==> config.mk <==
export PLATFORM = sky130hd
export DESIGN_NAME = dmsp_serial_port
export DESIGN_NICKNAME = d
export VERILOG_FILES = /design/src/inc/dmsp_pkg.sv /design/src/verilog/dmsp_serial_port.sv
export VERILOG_INCLUDE_DIRS = /design/src /design/src/inc
export SDC_FILE = /design/constraint.sdc
export NUM_CORES = 1
export LEC_CHECK = 0
export ABC_AREA = 1
export BUFFER_PORTS_ARGS = -buffer_cell sky130_fd_sc_hd__buf_2
export CAP_MARGIN = 10
export CORE_UTILIZATION = 40
export CTS_BUF_LIST = sky130_fd_sc_hd__clkbuf_16
export DETAILED_ROUTE_END_ITERATION = 6
export GPL_TIMING_DRIVEN = 0
export PLACE_DENSITY = 0.66
export SLEW_MARGIN = 20
export SYNTH_ARGS = -nofsm -noshare
export SYNTH_HDL_FRONTEND = slang
export SYNTH_SLANG_ARGS = --single-unit
==> constraint.sdc <==
create_clock -name ref_clk -period 5.7 [get_ports ref_clk]
set_input_delay 0.285 -clock ref_clk [delete_from_list [all_inputs] [get_ports ref_clk]]
set_output_delay 0.285 -clock ref_clk [all_outputs]
set_load 0.02 [all_outputs]
==> src/inc/dmsp_params.svh <==
`ifndef DMSP_PARAMS_SVH
`define DMSP_PARAMS_SVH

// Register offsets
`define DMSP_ADDR_CTRL 4'h0
`define DMSP_ADDR_DATA 4'h1
`define DMSP_ADDR_BAUD 4'h2
`define DMSP_ADDR_STAT 4'h3

// Reset values
`define DMSP_CTRL_RESET 8'h00
`define DMSP_BAUD_RESET 4'h0

// Mode encodings
`define DMSP_MODE_SYNC 2'h0
`define DMSP_MODE_ASYNC8 2'h1
`define DMSP_MODE_FIXED9 2'h2

// Timing counts in oscillator cycles
`define DMSP_M0_DIV_SLOW 4'hC
`define DMSP_M0_DIV_FAST 4'h4
`define DMSP_M0_RI_DELAY 4'hC
`define DMSP_T1_PRE_SLOW 4'hC
`define DMSP_T1_PRE_FAST 4'h4
`define DMSP_M2_OS_DIV 2'h3
`define DMSP_M2_OS_DIV_DBL 2'h1

// Receive sampling: three samples in the middle of 16
`define DMSP_SAMPLE_A 4'h7
`define DMSP_SAMPLE_B 4'h8
`define DMSP_SAMPLE_C 4'h9
`define DMSP_OS_LAST 4'hF

// Frame lengths
`define DMSP_FRAME_BITS8 4'hA
`define DMSP_FRAME_BITS9 4'hB

`endif

==> src/inc/dmsp_pkg.sv <==
package dmsp_pkg;

  typedef struct packed {
    logic mode_select_high;
    logic mode_select_low;
    logic multiproc_or_speed_bit;
    logic rx_enable;
    logic tx_ninth_bit;
    logic rx_ninth_bit;
    logic tx_done_flag;
    logic rx_done_flag;
  } dmsp_ctrl_s;

  typedef struct packed {
    logic timer1_fast_prescale;
    logic rx_baud_from_timer2;
    logic tx_baud_from_timer2;
    logic baud_double;
  } dmsp_baud_s;

  typedef enum logic [1:0] {M0_IDLE, M0_TX, M0_RX, M0_WAIT} dmsp_m0_state_e;
  typedef enum logic [1:0] {TX_IDLE, TX_ARM, TX_SHIFT, TX_END} dmsp_tx_state_e;
  typedef enum logic {RX_IDLE, RX_BITS} dmsp_rx_state_e;

endpackage : dmsp_pkg

==> src/verilog/dmsp_serial_port.sv <==
// Chosen here: the register addresses and the plain strobed port.
`timescale 1ns/1ps
`include "dmsp_params.svh"

module dmsp_serial_port #(
  parameter bit PORT_INDEX = 1'b0
) (
  input wire logic ref_clk,
  input wire logic rst_n,
  input wire logic [3:0] reg_addr,
  input wire logic [7:0] reg_wdata,
  input wire logic reg_wr,
  input wire logic reg_rd,
  output logic [7:0] reg_rdata,
  input wire logic timer1_overflow,
  input wire logic timer2_overflow,
  output logic timer1_count_tick,
  output logic timer2_flag_suppress,
  output logic timer2_ext_reload_suppress,
  input wire logic rxd_in,
  output logic rxd_out,
  output logic rxd_oe,
  output logic txd_out
);

  logic [1:0] rst_sync_reg;
  wire logic arst_n = rst_sync_reg[1];

  always_ff @(posedge ref_clk or negedge rst_n) begin
    if (!rst_n) rst_sync_reg <= 2'h0;
    else rst_sync_reg <= {rst_sync_reg[0], 1'b1};
  end

  dmsp_pkg::dmsp_ctrl_s ctrl_reg, ctrl_next;
  dmsp_pkg::dmsp_baud_s baud_reg;
  logic [7:0] rx_buf_reg, reg_rdata_reg;
  logic rxd_meta_reg, rxd_sync_reg, rxd_prev_reg;
  logic rxd_out_reg, rxd_oe_reg, txd_out_reg;

  // Register decode
  wire logic wr_ctrl = reg_wr && (reg_addr == `DMSP_ADDR_CTRL);
  wire logic wr_data = reg_wr && (reg_addr == `DMSP_ADDR_DATA);
  wire logic wr_baud = reg_wr && (reg_addr == `DMSP_ADDR_BAUD);
  wire logic [1:0] mode = {ctrl_reg.mode_select_high, ctrl_reg.mode_select_low};
  wire logic is_m0 = (mode == `DMSP_MODE_SYNC);
  wire logic is_m1 = (mode == `DMSP_MODE_ASYNC8);
  wire logic mp = ctrl_reg.multiproc_or_speed_bit;

  // Baud sources; timer 2 only reachable on port 0
  wire logic tx_t2 = (PORT_INDEX == 1'b0) && baud_reg.tx_baud_from_timer2;
  wire logic rx_t2 = (PORT_INDEX == 1'b0) && baud_reg.rx_baud_from_timer2;
  assign timer2_flag_suppress = tx_t2 || rx_t2;
  assign timer2_ext_reload_suppress = tx_t2 || rx_t2;

  logic t1_phase_reg, t1_tick_reg;
  logic [3:0] t1_pre_reg;
  logic [1:0] m2_cnt_reg;
  wire logic [3:0] t1_pre_last = baud_reg.timer1_fast_prescale ?
    (`DMSP_T1_PRE_FAST - 4'h1) : (`DMSP_T1_PRE_SLOW - 4'h1);
  wire logic [1:0] m2_last = baud_reg.baud_double ? `DMSP_M2_OS_DIV_DBL : `DMSP_M2_OS_DIV;
  wire logic m2_tick = (m2_cnt_reg == m2_last);
  // Without doubling, two overflows make one of the 16 ticks per bit
  wire logic t1_tick = timer1_overflow && (baud_reg.baud_double || t1_phase_reg);
  wire logic tx_os = (mode == `DMSP_MODE_FIXED9) ? m2_tick : (tx_t2 ? timer2_overflow : t1_tick);
  wire logic rx_os = (mode == `DMSP_MODE_FIXED9) ? m2_tick : (rx_t2 ? timer2_overflow : t1_tick);
  assign timer1_count_tick = t1_tick_reg;

  always_ff @(posedge ref_clk or negedge arst_n) begin
    if (!arst_n) begin
      t1_phase_reg <= 1'b0;
      t1_pre_reg <= 4'h0;
      t1_tick_reg <= 1'b0;
      m2_cnt_reg <= 2'h0;
    end else begin
      t1_phase_reg <= t1_phase_reg ^ timer1_overflow;
      t1_pre_reg <= (t1_pre_reg >= t1_pre_last) ? 4'h0 : t1_pre_reg + 4'h1;
      t1_tick_reg <= (t1_pre_reg >= t1_pre_last);
      m2_cnt_reg <= m2_tick ? 2'h0 : m2_cnt_reg + 2'h1;
    end
  end

  // Mode 0 shift engine
  dmsp_pkg::dmsp_m0_state_e m0_state_reg, m0_state_next;
  logic [3:0] m0_cnt_reg, m0_cnt_next;
  logic [2:0] m0_bit_reg, m0_bit_next;
  logic [7:0] m0_shift_reg, m0_shift_next;
  logic m0_tx_set, m0_rx_set;
  wire logic [3:0] m0_div = mp ? `DMSP_M0_DIV_FAST : `DMSP_M0_DIV_SLOW;
  wire logic [3:0] m0_half = {1'b0, m0_div[3:1]};
  wire logic m0_bit_end = (m0_cnt_reg == m0_div - 4'h1);
  wire logic m0_rise = (m0_cnt_reg == m0_half);
  wire logic m0_active = (m0_state_reg == dmsp_pkg::M0_TX) || (m0_state_reg == dmsp_pkg::M0_RX);
  wire logic m0_clk_lvl = !m0_active || (m0_cnt_reg >= m0_half);
  wire logic m0_rx_start = is_m0 && ctrl_reg.rx_enable && !ctrl_reg.rx_done_flag;

  always_comb begin
    m0_state_next = m0_state_reg;
    m0_cnt_next = m0_cnt_reg;
    m0_bit_next = m0_bit_reg;
    m0_shift_next = m0_shift_reg;
    m0_tx_set = 1'b0;
    m0_rx_set = 1'b0;
    unique case (m0_state_reg)
      dmsp_pkg::M0_IDLE: begin
        m0_cnt_next = 4'h0;
        m0_bit_next = 3'h0;
        if (wr_data && is_m0) begin
          m0_state_next = dmsp_pkg::M0_TX;
          m0_shift_next = reg_wdata;
        end else if (m0_rx_start) begin
          m0_state_next = dmsp_pkg::M0_RX;
        end
      end
      dmsp_pkg::M0_TX, dmsp_pkg::M0_RX: begin
        m0_cnt_next = m0_bit_end ? 4'h0 : m0_cnt_reg + 4'h1;
        if (m0_state_reg == dmsp_pkg::M0_RX && m0_rise) begin
          m0_shift_next = {rxd_sync_reg, m0_shift_reg[7:1]};
        end
        if (m0_bit_end) begin
          m0_bit_next = m0_bit_reg + 3'h1;
          if (m0_state_reg == dmsp_pkg::M0_TX) begin
            m0_shift_next = {1'b0, m0_shift_reg[7:1]};
          end
          if (m0_bit_reg == 3'h7) begin
            if (m0_state_reg == dmsp_pkg::M0_TX) begin
              m0_state_next = dmsp_pkg::M0_IDLE;
              m0_tx_set = 1'b1;
            end else begin
              m0_state_next = dmsp_pkg::M0_WAIT;
            end
          end
        end
      end
      dmsp_pkg::M0_WAIT: begin
        m0_cnt_next = m0_cnt_reg + 4'h1;
        if (m0_cnt_reg == `DMSP_M0_RI_DELAY - 4'h1) begin
          m0_state_next = dmsp_pkg::M0_IDLE;
          m0_rx_set = 1'b1;
        end
      end
    endcase
  end

  always_ff @(posedge ref_clk or negedge arst_n) begin
    if (!arst_n) begin
      m0_state_reg <= dmsp_pkg::M0_IDLE;
      m0_cnt_reg <= 4'h0;
      m0_bit_reg <= 3'h0;
      m0_shift_reg <= 8'h00;
    end else begin
      m0_state_reg <= m0_state_next;
      m0_cnt_reg <= m0_cnt_next;
      m0_bit_reg <= m0_bit_next;
      m0_shift_reg <= m0_shift_next;
    end
  end

  // Asynchronous transmitter
  dmsp_pkg::dmsp_tx_state_e tx_state_reg, tx_state_next;
  logic [3:0] tx16_reg, tx_left_reg, tx_left_next;
  logic [10:0] tx_shift_reg, tx_shift_next;
  logic tx_async_set;
  wire logic tx_roll = tx_os && (tx16_reg == `DMSP_OS_LAST);
  wire logic tx_stop_end = (tx_state_reg == dmsp_pkg::TX_SHIFT) && tx_roll && (tx_left_reg == 4'h1);
  // Mode 1 pads the unused ninth position with a mark
  wire logic tx_bit9 = is_m1 ? 1'b1 : ctrl_reg.tx_ninth_bit;

  always_comb begin
    tx_state_next = tx_state_reg;
    tx_left_next = tx_left_reg;
    tx_shift_next = tx_shift_reg;
    tx_async_set = 1'b0;
    if (wr_data && !is_m0) begin
      // A write mid-frame restarts it: software must wait for tx_done_flag
      tx_state_next = dmsp_pkg::TX_ARM;
      tx_shift_next = {1'b1, tx_bit9, reg_wdata, 1'b0};
      tx_left_next = is_m1 ? `DMSP_FRAME_BITS8 : `DMSP_FRAME_BITS9;
    end else begin
      unique case (tx_state_reg)
        dmsp_pkg::TX_IDLE: begin
        end
        dmsp_pkg::TX_ARM: begin
          if (tx_roll) tx_state_next = dmsp_pkg::TX_SHIFT;
        end
        dmsp_pkg::TX_SHIFT: begin
          if (tx_roll) begin
            tx_shift_next = {1'b1, tx_shift_reg[10:1]};
            tx_left_next = tx_left_reg - 4'h1;
            if (!is_m1 && tx_left_reg == 4'h2) tx_async_set = 1'b1;
            if (tx_left_reg == 4'h1) begin
              tx_state_next = is_m1 ? dmsp_pkg::TX_END : dmsp_pkg::TX_IDLE;
            end
          end
        end
        dmsp_pkg::TX_END: begin
          tx_state_next = dmsp_pkg::TX_IDLE;
          tx_async_set = 1'b1;
        end
      endcase
    end
  end

  always_ff @(posedge ref_clk or negedge arst_n) begin
    if (!arst_n) begin
      tx_state_reg <= dmsp_pkg::TX_IDLE;
      tx16_reg <= 4'h0;
      tx_left_reg <= 4'h0;
      tx_shift_reg <= 11'h7FF;
    end else begin
      tx_state_reg <= tx_state_next;
      tx16_reg <= tx_os ? tx16_reg + 4'h1 : tx16_reg;
      tx_left_reg <= tx_left_next;
      tx_shift_reg <= tx_shift_next;
    end
  end

  // Asynchronous receiver
  dmsp_pkg::dmsp_rx_state_e rx_state_reg;
  logic [3:0] rx16_reg, rx_idx_reg;
  logic rx_s0_reg, rx_s1_reg, rx_ninth_cap_reg;
  logic [7:0] rx_shift_reg;
  wire logic rx_start = (rx_state_reg == dmsp_pkg::RX_IDLE) && !is_m0 && ctrl_reg.rx_enable &&
    rxd_prev_reg && !rxd_sync_reg;
  wire logic rx_vote_bit = (rx_s0_reg && rx_s1_reg) || (rx_s0_reg && rxd_sync_reg) ||
    (rx_s1_reg && rxd_sync_reg);
  wire logic rx_vote = (rx_state_reg == dmsp_pkg::RX_BITS) && rx_os && (rx16_reg == `DMSP_SAMPLE_C);
  wire logic [3:0] rx_last_idx = is_m1 ? `DMSP_FRAME_BITS8 - 4'h1 : `DMSP_FRAME_BITS9 - 4'h1;
  wire logic rx_at_stop = rx_vote && (rx_idx_reg == rx_last_idx);
  // Mode 1 keeps the stop bit; nine-bit modes keep the ninth data bit
  wire logic rx_ninth_val = is_m1 ? rx_vote_bit : rx_ninth_cap_reg;
  wire logic rx_async_set = rx_at_stop && !ctrl_reg.rx_done_flag && (!mp || rx_ninth_val);

  always_ff @(posedge ref_clk or negedge arst_n) begin
    if (!arst_n) begin
      rx_state_reg <= dmsp_pkg::RX_IDLE;
      rx16_reg <= 4'h0;
      rx_idx_reg <= 4'h0;
      rx_s0_reg <= 1'b1;
      rx_s1_reg <= 1'b1;
      rx_ninth_cap_reg <= 1'b0;
      rx_shift_reg <= 8'h00;
    end else begin
      if (rx_start) begin
        rx_state_reg <= dmsp_pkg::RX_BITS;
        rx16_reg <= 4'h0;
        rx_idx_reg <= 4'h0;
      end else if (rx_os) begin
        rx16_reg <= rx16_reg + 4'h1;
      end
      if (rx_os && rx16_reg == `DMSP_SAMPLE_A) rx_s0_reg <= rxd_sync_reg;
      if (rx_os && rx16_reg == `DMSP_SAMPLE_B) rx_s1_reg <= rxd_sync_reg;
      if (rx_vote) begin
        rx_idx_reg <= rx_idx_reg + 4'h1;
        if (rx_idx_reg == 4'h0 && rx_vote_bit) rx_state_reg <= dmsp_pkg::RX_IDLE;
        if (rx_idx_reg >= 4'h1 && rx_idx_reg <= 4'h8) begin
          rx_shift_reg <= {rx_vote_bit, rx_shift_reg[7:1]};
        end
        if (rx_idx_reg == 4'h9 && !is_m1) rx_ninth_cap_reg <= rx_vote_bit;
        if (rx_at_stop) rx_state_reg <= dmsp_pkg::RX_IDLE;
      end
    end
  end

  // Control and flags: a hardware set wins over a software clear
  wire logic tx_done_set = m0_tx_set || tx_async_set;
  wire logic rx_done_set = m0_rx_set || rx_async_set;

  always_comb begin
    ctrl_next = wr_ctrl ? dmsp_pkg::dmsp_ctrl_s'(reg_wdata) : ctrl_reg;
    if (rx_async_set) ctrl_next.rx_ninth_bit = rx_ninth_val;
    ctrl_next.tx_done_flag = tx_done_set || ctrl_next.tx_done_flag;
    ctrl_next.rx_done_flag = rx_done_set || ctrl_next.rx_done_flag;
  end

  wire logic [7:0] stat_word = {5'h00, rx_state_reg == dmsp_pkg::RX_BITS, m0_active,
    tx_state_reg != dmsp_pkg::TX_IDLE};
  wire logic [7:0] rd_mux = (reg_addr == `DMSP_ADDR_CTRL) ? ctrl_reg :
    (reg_addr == `DMSP_ADDR_DATA) ? rx_buf_reg :
    (reg_addr == `DMSP_ADDR_BAUD) ? {4'h0, baud_reg} :
    (reg_addr == `DMSP_ADDR_STAT) ? stat_word : 8'h00;

  always_ff @(posedge ref_clk or negedge arst_n) begin
    if (!arst_n) begin
      ctrl_reg <= `DMSP_CTRL_RESET;
      baud_reg <= `DMSP_BAUD_RESET;
      rx_buf_reg <= 8'h00;
      reg_rdata_reg <= 8'h00;
    end else begin
      ctrl_reg <= ctrl_next;
      if (wr_baud) baud_reg <= reg_wdata[3:0];
      if (m0_rx_set) rx_buf_reg <= m0_shift_reg;
      else if (rx_async_set) rx_buf_reg <= rx_shift_reg;
      reg_rdata_reg <= reg_rd ? rd_mux : 8'h00;
    end
  end
  assign reg_rdata = reg_rdata_reg;

  // Pins: RXD synchroniser and registered outputs
  always_ff @(posedge ref_clk or negedge arst_n) begin
    if (!arst_n) begin
      rxd_meta_reg <= 1'b1;
      rxd_sync_reg <= 1'b1;
      rxd_prev_reg <= 1'b1;
      rxd_out_reg <= 1'b1;
      rxd_oe_reg <= 1'b0;
      txd_out_reg <= 1'b1;
    end else begin
      rxd_meta_reg <= rxd_in;
      rxd_sync_reg <= rxd_meta_reg;
      rxd_prev_reg <= rxd_sync_reg;
      rxd_out_reg <= (m0_state_reg == dmsp_pkg::M0_TX) ? m0_shift_reg[0] : 1'b1;
      rxd_oe_reg <= (m0_state_reg == dmsp_pkg::M0_TX);
      txd_out_reg <= m0_active ? m0_clk_lvl :
        ((tx_state_reg == dmsp_pkg::TX_SHIFT) ? tx_shift_reg[0] : 1'b1);
    end
  end
  assign rxd_out = rxd_out_reg;
  assign rxd_oe = rxd_oe_reg;
  assign txd_out = txd_out_reg;
endmodule : dmsp_serial_port

==> results of run 1 <==
-- what timing repair did --
action	CTS	global route
resized for setup	0	0
hold endpoints to repair	2	0
hold buffers	1	0
-- cell usage in the layout, fill, tap and decap left out, types with 2 or more instances in the layout --
cell	count
nand2_1	204
dfrtp_1	83
inv_1	62
o21ai_0	53
nand3_1	50
nor2_1	42
buf_2	35
a21oi_1	22
ha_1	22
dfstp_2	17
clkbuf_16	9
xor2_1	8
inv_2	7
o21ai_1	7
nor2_2	6
nand2_2	5
nand4_1	5
clkbuf_1	5
o21ai_2	5
nor3_1	4
xnor2_1	4
a211oi_1	3
o31ai_1	3
buf_6	3
a21oi_2	3
nor2_8	2
a31oi_1	2
nand3_4	2
o22ai_1	2
bufinv_16	2
clkinv_4	2
-- per-layer routing --
| layer | vias up | track usage, % | wire (um) |
|---|---|---|---|
| li1 | 2170 | - | - |
| met3 | 12 | 4.670 | 631 |
| met5 | - | 0 | 0 |
| met4 | 0 | 4.641 | 110 |
| met1 | 2066 | 26.66 | 5781 |
| met2 | 111 | 30.14 | 5362 |
-- synthesized netlist by cell type, types with 6 or more instances --
| master | number | area share, % |
|---|---|---|
| nor2_1 | 42 | 3.0 |
| nor2_2 | 6 | 0.71 |
| ha_1 | 22 | 5.2 |
| inv_2 | 7 | 0.50 |
| o21ai_0 | 53 | 5.0 |
| dfrtp_1 | 84 | 40 |
| o21ai_1 | 7 | 0.67 |
| xor2_1 | 8 | 1.3 |
| a21oi_1 | 22 | 2.1 |
| dfstp_2 | 17 | 8.5 |
| nand3_1 | 50 | 4.8 |
| inv_1 | 62 | 4.4 |
| nand2_1 | 204 | 15 |
-- how the worst max path moves through the flow --
stage               cells after the start             from         endpoint
floorplan                               0  rst_sync_reg[1]      baud_reg[0]
global route                            7  m0_state_reg[0]  m0_shift_reg[4]
detailed placement                      7  m0_state_reg[0]  m0_shift_reg[4]
global placement                        0  rst_sync_reg[1]      rx16_reg[1]
CTS                                     7  m0_state_reg[0]  m0_shift_reg[4]
finish                                  7  m0_state_reg[0]  m0_shift_reg[4]
-- power by group through the flow --
stage,clock network [mW],registers (mW),logic (mW)
after floorplan,0,1.03,0.603
after global placement,0,1.05,0.772
after detailed placement,0,1.05,0.810
after CTS,0.698,1.04,0.817
after global routing,0.724,1.06,0.952
final,0.681,1.04,0.816
-- layout make-up --
type / count / share of cell area, %
multi-input combinational: 463 / 39.53
timing repair buffer: 34 / 3.290
inverter: 69 / 4.311
clock buffer: 9 / 3.748
sequential: 101 / 42.48
buffer: 13 / 1.312
tap: 172 / 3.582
clock inverter: 7 / 1.749
-- kinds of logic (layout without fill, tap and decap cells) --
kind of cell,count (synthesis),after routing
flops,101,101
buf+inv,82,132
fa+ha+maj,22,22
other cells,1,1
xor+xnor,12,12
compound gates,104,104
simple gates,324,324
-- through the flow --
stage          utilization [%]  setup WS (ns)
2_1_floorplan                -          2.708
3_3_place_gp             44.31          1.589
3_5_place_dp             44.55          3.769
4_1_cts                  47.23          3.752
5_1_grt                  47.23          3.560
6_report                 47.23          3.746
==> impl_metrics.tcl, run 1 <==
set metrics [dict create \
    status "complete, no violations" \
    multi_input_area_sq_mm 0.002375 \
    grt_max_degree 54 \
    cts_made_buffers 9 \
    min_period_ns 1.954 \
    cp-start-kind "register" \
    syn2layout_area_growth_pct 14.20 \
    max_freq_mhz 511.7 \
    ant_nets 0 \
    fillers 1272 \
    dpl-instance-area_sq_mm 0.005668 \
    p_leak_nw 3.063 \
    stdcell_area_sq_mm 0.006008 \
    worst_pin_slew_ns 0.6430 \
    drv_cap 0 \
    critical_path_arrival_ns 2.20 \
    max_stage_delay_ns 0.46 \
    via_count 4359 \
    ys_async_sr_fraction_pct 100.0 \
    setup_viol 0 \
    regArea_sq_mm 0.002552 \
    critical-path-top-delay-family "buffers and inverters" \
    clk_pin_slew_ns 0.07 \
    track_usage_pct 19.17 \
    drv_slew 0 \
    drtIter0Drc 299 \
    wirelength_mm 11.89 \
    globalplace.congestion 0.8701 \
    die_h_um 116.7 \
    cts_sinks 101 \
    skew_ns 0.008228 \
    synth-simple-area-share_pct 26.78 \
    grt_overflow 0 \
    synthXorXnorAreaFrac_pct 1.998 \
    combPwrFrac_pct 32.2 \
    cts_tree "built" \
    postCtsSetupBuffers 0 \
    yosysWarningCount 0 \
    r2r_end "m0_shift_reg[4]" \
    ys.flop_type "dfrtp_1" \
    reg2reg_depth 7 \
    synth_top_family_by_area "simple AND/OR/NAND/NOR gates" \
    cp-end-kind "register" \
    dp_cells 851 \
    timing.critical_path.buf_inv 3 \
    antennaDiodeCount 0 \
    syn_area_per_cell_sq_um 8.144 \
    hold_violations 0 \
    power.switching_uw 957.1 \
    row_count 41 \
    synth-edff-count 0 \
    ys_seq_area_share_pct 48.44 \
    hold_path_class "input port to register" \
    synthAdderAreaFrac_pct 5.232 \
    drc 0 \
    rsz0062_at_grt "no" \
    initial_core_util_pct 41.36 \
    post-route-period-util_pct 34.29 \
    synth-compound-area-share_pct 11.06 \
    coreArea_sq_mm 0.01272 \
    clk_path_buf_depth 2 \
    irDropWorstVdd_uv 313.4 \
    worst_skew_pair.late_latency_ns 0.35 \
    syn_inst 646 \
    hpwl_mm 8.802 \
    timing.hold.ws_ns 0.02293 \
    min_path_cells 1 \
    ys_ff_latch 101 \
    layout-drive-gt1-share_pct 15.37 \
    final_cells 868 \
    power.sequential.fraction_pct 40.9 \
    grt_pass1_wl_mm 20.00 \
    viasPerCell 5.022 \
    cellInternalPower_mw 1.577 \
    crit_chain "inv_1 -> ha_1 -> clkbuf_1 -> buf_1 -> a21oi_1 -> nand3_1 -> nand2_1" \
    power_density_mw_per_mm2 421.7 \
    placement.io_buffers 32 \
    drt_pre_antenna_iters 5 \
    clkPwrFrac_pct 26.9 \
    worstHoldStart "rxd_in" \
    root_buffer "clkbuf_16" \
    wl_per_cell_um 13.69 \
    crit_type "register to register" \
    crit_slowest_cell "buf_1" \
    slew_headroom_pct 57.13 \
    synthMuxAreaShare_pct 0 \
    largest_reg_flops 10 \
    hold_end "rxd_meta_reg" \
    synth_area_sq_mm 0.005261 \
    switching_share_pct 37.77 \
    worst_ep_required_time_ns 5.95 \
    design.die.area_sq_mm 0.01362 \
    r2r-start "m0_state_reg[0]" \
    ios 33 \
    setup_tns_ns 0 \
    die_w_um 116.7 \
    grt_pass1_vias 4178 \
    r2r_slack_ns 3.75 \
    cp_max_fo 10 \
    total_power_mw 2.534 \
    synth_nets 687 \
    htree_levels 3 \
    antenna_found_initial 0 \
    fin_nets 732 \
    yosys.cell_types.count 39 \
]
Power figures use the tool's default switching activity.
==> inputs of run 2 (changes only) <==
--- a/config.mk
+++ b/config.mk
@@ -13,7 +13,7 @@
 export CTS_BUF_LIST = sky130_fd_sc_hd__clkbuf_16
 export DETAILED_ROUTE_END_ITERATION = 6
 export GPL_TIMING_DRIVEN = 0
-export PLACE_DENSITY = 0.66
+export PLACE_DENSITY = 0.69
 export SLEW_MARGIN = 20
 export SYNTH_ARGS = -nofsm -noshare
 export SYNTH_HDL_FRONTEND = slang
==> constraint.sdc (replaced) <==
create_clock -name ref_clk -period 1.77 [get_ports ref_clk]
set_input_delay 0.0885 -clock ref_clk [delete_from_list [all_inputs] [get_ports ref_clk]]
set_output_delay 0.0885 -clock ref_clk [all_outputs]
set_load 0.02 [all_outputs]
==> run 2 against run 1 <==
  * Clock-buffer cell count unchanged
  * Non-clock buffer count increased by 2
  * Fmax increased by 15%
  * Global-route usage decreased by 0.28 points
  * Core utilization increased by 0.41 points
  * First-iteration DRC count decreased by 2.0%
  * Sequential share of layout area decreased by 0.33 points
  * Critical path depth increased by 1
  * Clock skew decreased by 0.00086 ns
  * Final cell count increased by 0.23%
  * Critical endpoint is now m0_shift_reg[1]
==> impl_metrics.tcl, run 2 (same netlist as run 1, synthesis figures left out) <==
set metrics [dict create \
    cts_sinks 101 \
    cts_made_buffers 9 \
    cp_max_fo 10 \
    worst_ep_required_time_ns 2.01 \
    fin_nets 734 \
    drtIter0Drc 293 \
    hold_violations 0 \
    power_density_mw_per_mm2 1341 \
    cts_tree "built" \
    ant_nets 0 \
    grt_pass1_wl_mm 19.83 \
    setup_tns_ns 0 \
    cp-start-kind "register" \
    post-route-period-util_pct 95.64 \
    clk_pin_slew_ns 0.07 \
    grt_overflow 0 \
    timing.hold.ws_ns 0.01512 \
    initial_core_util_pct 41.36 \
    ios 33 \
    dp_slack_ns -0.1458 \
    drv_cap 0 \
    drt_pre_antenna_iters 5 \
    via_count 4379 \
    grt_pass1_vias 4231 \
    most-common-layout-cells "nand2_1, dfrtp_1, inv_1, o21ai_0, nand3_1" \
    wl_per_cell_um 13.46 \
    worst_skew_pair.late_latency_ns 0.35 \
    crit_type "register to register" \
    root_buffer "clkbuf_16" \
    design.die.area_sq_mm 0.01362 \
    layout.cells.most_common "nand2_1" \
    antenna_found_initial 0 \
    setup_viol 0 \
    total_power_mw 8.127 \
    grt_max_degree 53 \
    coreArea_sq_mm 0.01272 \
    drv_slew 0 \
    viasPerCell 5.033 \
    fillers 1259 \
    htree_levels 3 \
    slew_headroom_pct 57.16 \
    globalplace.congestion 0.8944 \
    p_leak_nw 3.081 \
    syn2layout_area_growth_pct 15.20 \
    skew_ns 0.007363 \
    die_w_um 116.7 \
    hold_path_class "input port to register" \
    postCtsSetupBuffers 0 \
    cp-end-kind "register" \
    dp_cells 851 \
    wirelength_mm 11.71 \
    status "complete, no violations" \
    antennaDiodeCount 0 \
    largest_reg_flops 10 \
    hpwl_mm 8.668 \
    worst_pin_slew_ns 0.6427 \
    postLayoutSetupSlackWorst_ns 0.07723 \
    critical_path_arrival_ns 1.94 \
    track_usage_pct 18.89 \
    irDropWorstVdd_uv 817.8 \
    die_h_um 116.7 \
    placement.io_buffers 32 \
    max_freq_mhz 590.7 \
    layout-drive-gt1-share_pct 17.62 \
    final_cells 870 \
    row_count 41 \
    drc 0 \
    clk_path_buf_depth 2 \
    min_period_ns 1.693 \
]
run 2: layer usage:
layer  GRT usage [%]  wire (um)  up-vias
li1                -          -     2171
met1           26.25       5614     2080
met2           30.34       5361      114
met3           3.114        561       14
met4           5.654        168        0
met5               0          0        -
run 2: final timing paths:
path,from,end,slack [ns],depth (start not counted)
min reg2reg,rst_sync_reg[1],m0_cnt_reg[0],0.35,0
max reg2reg,m0_state_reg[1],m0_shift_reg[1],0.08,8
max in group asynchronous,rst_sync_reg[1],rx_s0_reg,0.69,1
min,reg_rd,reg_rdata[1],0.02,3
min in group asynchronous,rst_n,rst_sync_reg[1],0.04,2
max,m0_state_reg[1],m0_shift_reg[1],0.08,8
run 2: stage by stage:
stage | util (%) | cell area (sq um)
2_1_floorplan | - | 5263
3_3_place_gp | 44.32 | 5638
3_5_place_dp | 44.55 | 5668
4_1_cts | 47.25 | 6011
5_1_grt | 47.64 | 6061
6_report | 47.64 | 6061
run 2: worst max-delay path, stage by stage, from the launching register on:
cell	delay, ns
dfrtp_1	0.38
inv_1	0.08
ha_2	0.34
inv_2	0.09
o21ai_2	0.34
buf_6	0.19
nand2_1	0.06
nand2_1	0.06
nand2_1	0.04
run 2: timing repair:
item | 4_1_cts | 5_1_grt
endpoints found under the hold margin | 4 | 0
hold buffers | 3 | 0
resized for setup | 5 | 21
gates cloned | 0 | 0
endpoints found under the setup margin | 20 | 39
run 2: power by group:
part	switching (mW)	leakage [nW]	internal [mW]	total [mW]
Combinational	1.74	1.67	0.988	2.72
Sequential	0.441	1.25	2.90	3.34
Clock	0.943	0.152	1.12	2.06
run 2: cell type report:
class                      instances  area (sq um)  share of cell area [%]
timing repair buffer              36         217.7                   3.592
tap                              172         215.2                   3.551
inverter                          69         259.0                   4.273
clock inverter                     7         81.33                   1.342
clock buffer                       9         225.2                   3.716
multi-input combinational        463          2415                   39.84
buffer                            13         92.59                   1.528
sequential                       101          2555                   42.16
